File: config.mk
export PLATFORM = sky130hd
export DESIGN_NAME = mbox_reset_hs
export DESIGN_NICKNAME = d
export VERILOG_FILES = /design/src/rtl/mbox_pkg.sv /design/src/rtl/mbox_reset_hs.sv /design/src/rtl/clear_handshake.sv
export VERILOG_INCLUDE_DIRS = /design/src /design/src/rtl
export SDC_FILE = /design/constraint.sdc
export NUM_CORES = 1
export LEC_CHECK = 0
export BUFFER_PORTS_ARGS = -buffer_cell sky130_fd_sc_hd__buf_4
export CAP_MARGIN = 20
export CORE_MARGIN = 5
export CORE_UTILIZATION = 62
export CTS_CLUSTER_DIAMETER = 50
export CTS_CLUSTER_SIZE = 12
export DETAILED_ROUTE_END_ITERATION = 10
export GPL_ROUTABILITY_DRIVEN = 0
export GPL_TIMING_DRIVEN = 0
export PLACE_DENSITY = 0.79
export RECOVER_POWER = 100
export SETUP_SLACK_MARGIN = 0.15
export SLEW_MARGIN = 20
export SYNTH_ARGS = -nofsm -noshare
export SYNTH_HDL_FRONTEND = slang
export SYNTH_SLANG_ARGS = --single-unit
File: constraint.sdc
create_clock -name ref_clk -period 5.91 [get_ports ref_clk]
set_clock_uncertainty 0.1 [all_clocks]
set_input_delay 0.591 -clock ref_clk [delete_from_list [all_inputs] [get_ports ref_clk]]
set_output_delay 0.591 -clock ref_clk [all_outputs]
set_load 0.1 [all_outputs]
File: src/rtl/mbox_cfg.svh
/*
 * Register offsets, field positions and reset values of the mailbox
 * reset handshake block. Assumes inclusion by bare name from rtl/.
 */
`ifndef MBOX_CFG_SVH
`define MBOX_CFG_SVH

// ------------------------------------------------------------
// Register byte offsets
// ------------------------------------------------------------
`define OFS_HOST_CSR 8'h00
`define OFS_FW_HOST_VIEW 8'h04
`define OFS_FW_RD_WIN 8'h08
`define OFS_HOST_FW_VIEW 8'h0C
`define OFS_FW_CSR 8'h10
`define OFS_FW_WR_WIN 8'h14
`define OFS_DEPTH 8'h18
`define OFS_HOST_WR_WIN 8'h1C
`define OFS_HOST_RD_WIN 8'h20

// ------------------------------------------------------------
// Control and status field positions
// ------------------------------------------------------------
`define BIT_IE 0
`define BIT_IS 1
`define BIT_IG 2
`define BIT_RDY 3
`define BIT_RST 4
`define BIT_PCLR 5
`define FLD_RP_LSB 8
`define FLD_WP_LSB 16
`define FLD_DEPTH_LSB 24
`define FLD_HDEPTH_LSB 8

// ------------------------------------------------------------
// Reset values and the not-ready read pattern
// ------------------------------------------------------------
`define FW_DEPTH_RST 8'h02
`define HOST_DEPTH_RST 8'h02
`define POINTER_CLEAR_VAL 8'h00
`define ALL_ONES 32'hFFFFFFFF

`endif

File: src/rtl/mbox_pkg.sv
/*
 * Types shared by the mailbox reset handshake block.
 * Assumes nothing of its surroundings.
 */
package mbox_pkg;

	// Pointer-clear sequencing on the firmware side
	typedef enum logic [2:0] {
		PC_IDLE = 3'b001,
		PC_REQ = 3'b010,
		PC_DROP = 3'b100
	} pclr_state_e;

endpackage

File: src/rtl/mbox_reset_hs.sv
/*
 * Mailbox between host software and management firmware: control and
 * status registers of both sides, two circular buffers with windows,
 * interface reset and ready handshake, pointer-clear interlock.
 * Assumes one APB master carrying both host and firmware accesses,
 * one clock and a synchronous active-high reset.
 */
// Chosen here: register access over APB and the address map.
// Summary of operation
// - Host reset rising clears both ready flags
// - Host generate sets firmware status, interrupt if enabled
// - Pointer-clear zeroes all four buffer pointers
// - Pointer-clear self-clears only after pointers zeroed
// - Firmware polls; clearing done within ten cycles
// - Firmware generate sets host status, ready copy
// - Final host generate interrupts firmware again
// - Firmware window writes discarded while not ready
// - Read window gives ones, pointer held, not ready
`include "mbox_cfg.svh"

module mbox_reset_hs import mbox_pkg::*; #(
	parameter int BUF_WORDS = 16
) (
	// Clock and reset
	input wire logic ref_clk,
	input wire logic reset,
	// APB slave
	input wire logic psel,
	input wire logic penable,
	input wire logic pwrite,
	input wire logic [7:0] paddr,
	input wire logic [31:0] pwdata,
	output logic [31:0] prdata,
	output logic pready,
	output logic pslverr,
	// Interrupt lines
	output logic fw_irq,
	output logic host_irq
);

	localparam int AW = $clog2(BUF_WORDS);

	// ------------------------------------------------------------
	// State
	// ------------------------------------------------------------
	logic pready_q, pready_d;
	logic pslverr_q, pslverr_d;
	logic [31:0] prdata_q, prdata_d;
	logic host_ie_q, host_ie_d;
	logic host_is_q, host_is_d;
	logic host_rdy_q, host_rdy_d;
	logic host_rst_q, host_rst_d;
	logic fw_ie_q, fw_ie_d;
	logic fw_is_q, fw_is_d;
	logic fw_rdy_q, fw_rdy_d;
	logic fw_rst_q, fw_rst_d;
	logic pclr_q, pclr_d;
	logic req_q, req_d;
	pclr_state_e pc_q, pc_d;
	logic [7:0] fw_depth_q, fw_depth_d;
	logic [7:0] host_depth_q, host_depth_d;
	logic [7:0] host_rp_q, host_rp_d;
	logic [7:0] host_wp_q, host_wp_d;
	logic [7:0] fw_rp_q, fw_rp_d;
	logic [7:0] fw_wp_q, fw_wp_d;
	logic fw_irq_q, fw_irq_d;
	logic host_irq_q, host_irq_d;
	logic [31:0] fw_mem [BUF_WORDS];
	logic [31:0] host_mem [BUF_WORDS];
	logic fw_we, host_we;
	logic ack_in, far_clear;
	logic acc, wr, rd;
	logic [31:0] host_csr_rd, fw_csr_rd;

	// ------------------------------------------------------------
	// Pointer-clear crossing
	// ------------------------------------------------------------
	clear_handshake u_clear (
		.ref_clk(ref_clk),
		.reset(reset),
		.req_in(req_q),
		.ack_out(ack_in),
		.far_clear(far_clear)
	);

	// ------------------------------------------------------------
	// Read views of both control registers
	// ------------------------------------------------------------
	always_comb begin
		host_csr_rd = '0;
		host_csr_rd[`BIT_IE] = host_ie_q;
		host_csr_rd[`BIT_IS] = host_is_q;
		host_csr_rd[`BIT_RDY] = host_rdy_q;
		host_csr_rd[`BIT_RST] = host_rst_q;
		host_csr_rd[`FLD_RP_LSB +: 8] = host_rp_q;
		host_csr_rd[`FLD_WP_LSB +: 8] = host_wp_q;
		host_csr_rd[`FLD_DEPTH_LSB +: 8] = host_depth_q;
		fw_csr_rd = '0;
		fw_csr_rd[`BIT_IE] = fw_ie_q;
		fw_csr_rd[`BIT_IS] = fw_is_q;
		fw_csr_rd[`BIT_RDY] = fw_rdy_q;
		fw_csr_rd[`BIT_RST] = fw_rst_q;
		fw_csr_rd[`FLD_RP_LSB +: 8] = fw_rp_q;
		fw_csr_rd[`FLD_WP_LSB +: 8] = fw_wp_q;
		fw_csr_rd[`FLD_DEPTH_LSB +: 8] = fw_depth_q;
	end

	// ------------------------------------------------------------
	// Next-state logic
	// ------------------------------------------------------------
	always_comb begin
		// Effects land at the edge where the master samples pready
		acc = psel & penable & pready_q;
		wr = acc & pwrite;
		rd = acc & ~pwrite;
		pready_d = psel & penable & ~pready_q;
		pslverr_d = 1'b0;
		prdata_d = prdata_q;
		host_ie_d = host_ie_q;
		host_is_d = host_is_q;
		host_rdy_d = host_rdy_q;
		host_rst_d = host_rst_q;
		fw_ie_d = fw_ie_q;
		fw_is_d = fw_is_q;
		fw_rdy_d = fw_rdy_q;
		fw_rst_d = fw_rst_q;
		pclr_d = pclr_q;
		req_d = req_q;
		pc_d = pc_q;
		fw_depth_d = fw_depth_q;
		host_depth_d = host_depth_q;
		host_rp_d = host_rp_q;
		host_wp_d = host_wp_q;
		fw_rp_d = fw_rp_q;
		fw_wp_d = fw_wp_q;
		fw_we = 1'b0;
		host_we = 1'b0;

		// Data prepared for every access, so a refused one shows zero
		if (pready_d) begin
			case (paddr)
				`OFS_HOST_CSR: prdata_d = host_csr_rd;
				`OFS_FW_HOST_VIEW: prdata_d = fw_csr_rd;
				`OFS_HOST_FW_VIEW: prdata_d = host_csr_rd;
				`OFS_FW_CSR: begin
					prdata_d = fw_csr_rd;
					prdata_d[`BIT_PCLR] = pclr_q;
				end
				`OFS_DEPTH: begin
					prdata_d = '0;
					prdata_d[7:0] = fw_depth_q;
					prdata_d[`FLD_HDEPTH_LSB +: 8] = host_depth_q;
				end
				`OFS_FW_RD_WIN: begin
					prdata_d = fw_rdy_q ? fw_mem[fw_rp_q[AW-1:0]] :
						`ALL_ONES;
				end
				`OFS_HOST_RD_WIN: begin
					prdata_d = fw_rdy_q ? host_mem[host_rp_q[AW-1:0]] :
						`ALL_ONES;
				end
				`OFS_FW_WR_WIN, `OFS_HOST_WR_WIN: prdata_d = '0;
				default: prdata_d = '0;
			endcase
		end
		if (pready_d) begin
			case (paddr)
				`OFS_HOST_CSR, `OFS_FW_HOST_VIEW, `OFS_FW_RD_WIN,
				`OFS_HOST_FW_VIEW, `OFS_FW_CSR, `OFS_FW_WR_WIN,
				`OFS_DEPTH, `OFS_HOST_WR_WIN,
				`OFS_HOST_RD_WIN: pslverr_d = 1'b0;
				default: pslverr_d = 1'b1;
			endcase
		end

		// Software clears first, so a hardware set in the same cycle wins
		if (wr && paddr == `OFS_HOST_CSR) begin
			host_ie_d = pwdata[`BIT_IE];
			if (pwdata[`BIT_IS])
				host_is_d = 1'b0;
			host_rdy_d = pwdata[`BIT_RDY];
			host_rst_d = pwdata[`BIT_RST];
			if (pwdata[`BIT_IG])
				fw_is_d = 1'b1;
			if (pwdata[`BIT_RST] && !host_rst_q) begin
				host_rdy_d = 1'b0;
				fw_rdy_d = 1'b0;
			end
		end
		if (wr && paddr == `OFS_FW_CSR) begin
			fw_ie_d = pwdata[`BIT_IE];
			if (pwdata[`BIT_IS])
				fw_is_d = 1'b0;
			if (!(pwdata[`BIT_RST] && !host_rst_q && host_rst_d))
				fw_rdy_d = pwdata[`BIT_RDY];
			fw_rst_d = pwdata[`BIT_RST];
			// Ready copy in the host view follows at once
			if (pwdata[`BIT_IG])
				host_is_d = 1'b1;
			if (pwdata[`BIT_PCLR])
				pclr_d = 1'b1;
		end
		// Depth rewrites are not interlocked; firmware keeps them idle
		if (wr && paddr == `OFS_DEPTH) begin
			fw_depth_d = pwdata[7:0];
			host_depth_d = pwdata[`FLD_HDEPTH_LSB +: 8];
		end

		// Buffer windows: all dead while firmware is not ready
		if (wr && paddr == `OFS_FW_WR_WIN && fw_rdy_q) begin
			fw_we = 1'b1;
			fw_wp_d = fw_wp_q + 8'h01;
		end
		if (rd && paddr == `OFS_FW_RD_WIN && fw_rdy_q)
			fw_rp_d = fw_rp_q + 8'h01;
		if (wr && paddr == `OFS_HOST_WR_WIN && fw_rdy_q) begin
			host_we = 1'b1;
			host_wp_d = host_wp_q + 8'h01;
		end
		if (rd && paddr == `OFS_HOST_RD_WIN && fw_rdy_q)
			host_rp_d = host_rp_q + 8'h01;

		// Host-side pointers cleared when the request arrives there
		if (far_clear) begin
			host_rp_d = `POINTER_CLEAR_VAL;
			host_wp_d = `POINTER_CLEAR_VAL;
		end

		// Bit stays set until the far side has acknowledged
		case (pc_q)
			PC_IDLE: begin
				if (pclr_d) begin
					req_d = 1'b1;
					pc_d = PC_REQ;
				end
			end
			PC_REQ: begin
				if (ack_in) begin
					fw_rp_d = `POINTER_CLEAR_VAL;
					fw_wp_d = `POINTER_CLEAR_VAL;
					pclr_d = 1'b0;
					req_d = 1'b0;
					pc_d = PC_DROP;
				end
			end
			PC_DROP: begin
				// A new request waits for the old acknowledge to fall
				if (!ack_in) begin
					pc_d = pclr_d ? PC_REQ : PC_IDLE;
					req_d = pclr_d;
				end
			end
			default: begin
				pc_d = PC_IDLE;
				req_d = 1'b0;
			end
		endcase

		fw_irq_d = fw_is_d & fw_ie_d;
		host_irq_d = host_is_d & host_ie_d;
	end

	// ------------------------------------------------------------
	// Registers
	// ------------------------------------------------------------
	always_ff @(posedge ref_clk) begin
		if (reset) begin
			pready_q <= 1'b0;
			pslverr_q <= 1'b0;
			prdata_q <= '0;
			host_ie_q <= 1'b0;
			host_is_q <= 1'b0;
			host_rdy_q <= 1'b0;
			host_rst_q <= 1'b0;
			fw_ie_q <= 1'b0;
			fw_is_q <= 1'b0;
			fw_rdy_q <= 1'b0;
			fw_rst_q <= 1'b0;
			pclr_q <= 1'b0;
			req_q <= 1'b0;
			pc_q <= PC_IDLE;
			fw_depth_q <= `FW_DEPTH_RST;
			host_depth_q <= `HOST_DEPTH_RST;
			host_rp_q <= `POINTER_CLEAR_VAL;
			host_wp_q <= `POINTER_CLEAR_VAL;
			fw_rp_q <= `POINTER_CLEAR_VAL;
			fw_wp_q <= `POINTER_CLEAR_VAL;
			fw_irq_q <= 1'b0;
			host_irq_q <= 1'b0;
		end else begin
			pready_q <= pready_d;
			pslverr_q <= pslverr_d;
			prdata_q <= prdata_d;
			host_ie_q <= host_ie_d;
			host_is_q <= host_is_d;
			host_rdy_q <= host_rdy_d;
			host_rst_q <= host_rst_d;
			fw_ie_q <= fw_ie_d;
			fw_is_q <= fw_is_d;
			fw_rdy_q <= fw_rdy_d;
			fw_rst_q <= fw_rst_d;
			pclr_q <= pclr_d;
			req_q <= req_d;
			pc_q <= pc_d;
			fw_depth_q <= fw_depth_d;
			host_depth_q <= host_depth_d;
			host_rp_q <= host_rp_d;
			host_wp_q <= host_wp_d;
			fw_rp_q <= fw_rp_d;
			fw_wp_q <= fw_wp_d;
			fw_irq_q <= fw_irq_d;
			host_irq_q <= host_irq_d;
		end
	end

	// Buffer storage needs no reset
	always_ff @(posedge ref_clk) begin
		if (fw_we)
			fw_mem[fw_wp_q[AW-1:0]] <= pwdata;
		if (host_we)
			host_mem[host_wp_q[AW-1:0]] <= pwdata;
	end

	assign prdata = prdata_q;
	assign pready = pready_q;
	assign pslverr = pslverr_q;
	assign fw_irq = fw_irq_q;
	assign host_irq = host_irq_q;

endmodule

File: src/rtl/clear_handshake.sv
/*
 * Four-phase request/acknowledge link that carries the pointer-clear
 * request to the host-side pointers and returns completion.
 * Assumes req_in is a level held until ack_out rises, then dropped.
 */
module clear_handshake (
	// Clock and reset
	input wire logic ref_clk,
	input wire logic reset,
	// Near (firmware) side
	input wire logic req_in,
	output logic ack_out,
	// Far (host) side
	output logic far_clear
);

	logic req_s1_q, req_s1_d;
	logic req_s2_q, req_s2_d;
	logic ack_q, ack_d;
	logic ack_s1_q, ack_s1_d;
	logic ack_s2_q, ack_s2_d;
	logic clr_q, clr_d;

	always_comb begin
		req_s1_d = req_in;
		req_s2_d = req_s1_q;
		// Far side clears in the cycle after it first sees the request
		clr_d = req_s2_q & ~ack_q;
		ack_d = req_s2_q;
		ack_s1_d = ack_q;
		ack_s2_d = ack_s1_q;
	end

	always_ff @(posedge ref_clk) begin
		if (reset) begin
			req_s1_q <= 1'b0;
			req_s2_q <= 1'b0;
			ack_q <= 1'b0;
			ack_s1_q <= 1'b0;
			ack_s2_q <= 1'b0;
			clr_q <= 1'b0;
		end else begin
			req_s1_q <= req_s1_d;
			req_s2_q <= req_s2_d;
			ack_q <= ack_d;
			ack_s1_q <= ack_s1_d;
			ack_s2_q <= ack_s2_d;
			clr_q <= clr_d;
		end
	end

	assign ack_out = ack_s2_q;
	assign far_clear = clr_q;

endmodule

==> metrics.txt <==
detailed placement HPWL=between 70000 and 80000 µm; Setup Fix Bufs, Post-CTS=0; crit-path cells=clkbuf_1, nor4b_1, nand4_1, clkbuf_1, nor3_1, and2_0, buf_16; Reg power frac=56.6%; chip height=~280 µm; Setup-failing EPs final=0; switching share of power=19.3%; Antenna Nets Post-Route=0; core region area=70100 µm²; Netlist cell types=61; crit path capture type=flop; Switch Pwr=0.00298 W; clock root buffer=clkbuf_16; post-synthesis register bit count=roughly 1100; Clock power frac=42.2%; Synth warnings=0; failing checks=max-capacitance violations, max-slew violations; worst path required time=6.17 ns; Total GRT Usage=28.9%; GR peak layer=met2; Crit-path slowest cell=and2_0; fin crit period=between 4 and 5 ns; design area=49400 µm²; CTS tree=yes; first-pass detailed-route iteration total=6; Design Power=0.0154 W; setup total negative slack=0 ns; largest net degree at the start of global routing=37; Pwr Density=between 300 and 400 nW/µm²; asr flop ratio synth=0%; CP max stage delay=1.76 ns; final hold vios=0; Comb power frac=1.2%; cts hold-fix bufs=0; dominant synthesized flop cell=edfxtp_1; M3 GR Usage=6.99%; post-CTS sizing=0; Net Count, Synth=2326; crit path buf inv count=3; clock buffer depth=3; initial core utilization=a little over three fifths; Slew Viols, Final=between 900 and 1000; EDFF count, synth=1024; Layout area overhead=12.4%; leakage power total=~15 nW; sequential fraction of the synthesis area=74.9%; met2 Use GR=a little under half; worst skew pair latency=between 0.6 and 0.7 ns; GRT Residual Overflow=0; CP Max Fanout=20; drt initial violations=3552; worst-margin pin slew=2.32 ns; worst relative slew slack=-54.4%; vias=24200; Num CTS Buffers=110; mean number of vias per cell=6.87; Synth Cell Area=43900 µm²; initial antenna violation count=9; Pint=0.0124 W; Final Util=a little over two thirds; max_cap viols=40; Mapped Cells=between 2000 and 2500; placed cell area=~47000 µm²; Peak supply drop=334 µV; global-route wire length before repair=163000 µm; WL/cell=31.6 µm; Clock transition at path regs=around 0.06 ns; PortBufs=76; Tightest Hold Check Type=primary input to flop; floorplan row count=97; Die W=~280 µm; nets=about 2600; final wirelength=112000 µm; Synth Area per Inst=19.3 µm²; CP startpoint kind=primary input; Top Ports=81; RSZ-0062 raised after global routing=no; DRC violation count after routing=0; share of post-route cells with drive strength above 1=17.8%; Die Area=76200 µm²; clock sink count=1131; WS Path Type=primary input to flop; Crit path top cell by count=clkbuf_1; maximum operating frequency=0.202 GHz; htree depth=3; CP Data Arrival Time=5.20 ns; vias in the first global route=roughly 24000; run status=complete, but fails checks; Tcrit/Tclk final=83.7%; CP delay by family, top=simple AND/OR/NAND/NOR gates; met1 GRT Util=40.7%
-- synth_stat cells, drive strengths merged (6+ instances only) --
library cell	count	share of area [%]
a22oi	60	1.0
nand4	19	0.27
o221ai	29	0.58
mux2	16	0.41
xor2	8	0.16
nor3	22	0.26
edfxtp	1024	70
o2111ai	16	0.32
mux4	227	12
nor2	86	0.74
ha	10	0.29
buf	61	0.66
a21oi	68	0.78
nor2b	12	0.17
and2	30	0.43
o31a	27	0.54
xnor2	20	0.40
nor4	17	0.29
nand3	13	0.15
dfxtp	107	4.9
o21ai	6	0.068
clkbuf	69	0.59
inv	13	0.11
nand2	110	0.94
o22ai	15	0.21
mux2i	134	3.1
and3	7	0.10
-- cell usage in the layout (no fill, tap or decap), types with 13 or more instances in the layout --
cell and instances:
mux2i_1 134, inv_1 13, nand3_1 13, o2111ai_1 16, dfxtp_1 107, o221ai_1 29
buf_12 14, nand2_1 110, nor2_1 86, and2_0 27, a22oi_1 60, xnor2_1 20
mux2_2 16, a21oi_1 68, buf_2 36, o31a_1 27, o22ai_1 15, clkbuf_1 214
buf_1 18, clkbuf_16 114, mux4_2 227, nor4_1 17, nor3_1 22, edfxtp_1 1024
nand4_1 19
-- logic make-up (layout without fill, tap and decap cells) --
| kind of cell | after synthesis | in the layout | synth area share [%] |
|---|---|---|---|
| flops | 1131 | 1131 | 74.9 |
| mux | 377 | 377 | 15.1 |
| simple gates | 343 | 343 | 3.89 |
| compound gates | 239 | 239 | 3.86 |
| buf+inv | 143 | 457 | 1.37 |
| xor+xnor | 28 | 28 | 0.559 |
| fa+ha+maj | 10 | 10 | 0.285 |
| other cells | 0 | 5 | 0 |
-- metrics by stage --
step | hold slack, ns | setup WS (ns) | cells
after floorplan | 0.284 | 0.436 | 2271
after global placement | 0.296 | -3.30 | 3287
after detailed placement | 0.322 | 1.77 | 3347
after CTS | 0.191 | 1.89 | 3525
after global routing | 0.258 | 0.851 | 3526
final | 0.236 | 0.964 | 3530
-- power groups by stage --
stage          Sequential (W)  Clock, W  Combinational, W
6_report              0.00872   0.00650          0.000186
5_1_grt               0.00871   0.00690          0.000194
4_1_cts               0.00871   0.00655          0.000193
3_5_place_dp          0.00888         0          0.000193
3_3_place_gp          0.00888         0          0.000177
2_1_floorplan         0.00889         0         0.0000290
-- state kept, by name, summed over array words and instances (netlist names), 3 cells and up, named ones only --
name          count
fw_wp_q           8
host_depth_q      8
fw_mem          512
host_rp_q         8
prdata           32
host_mem        512
pc_q              3
fw_rp_q           8
host_wp_q         8
fw_depth_q        8
-- worst register-to-register path, stage by stage, from the launching register on --
cell and delay (ns):
dfxtp_1 0.34, clkbuf_1 0.64, and4bb_1 0.37, nor4b_1 0.85, nand2_1 0.24, nor3_1 1.16, clkbuf_1 0.56, buf_4 0.30
-- layer usage --
metal / up-vias / wire length, µm
met3: 267 / 13100
li1: 9788 / -
met5: - / 46
met1: 12500 / 41100
met4: 8 / 4150
met2: 1660 / 53100
-- worst paths after layout --
check        slack (ns)                startpoint                      endpoint  depth (start not counted)
max                0.96                  paddr[4]     host_mem[2][14]$_DFFE_PP_                          7
max reg2reg        1.06       fw_rdy_q$_SDFF_PP0_       fw_mem[7][15]$_DFFE_PP_                          7
min                0.24                   penable             pready$_SDFF_PP0_                          3
min reg2reg        0.33  u_clear.ack_q$_SDFF_PP0_  u_clear.far_clear$_SDFF_PP0_                          1
-- layout make-up --
class                           count  area (µm²)
Clock inverter                     15         163
Fill cell                        4239       20800
Multi-Input combinational cell    997       10400
Inverter                           13        48.8
Clock buffer                      163        3080
Sequential cell                  1131       32900
Buffer                            130         543
Antenna cell                        5        12.5
Tap cell                          940        1180
Timing Repair Buffer              136        1070
(Power assumes the default switching activity.)
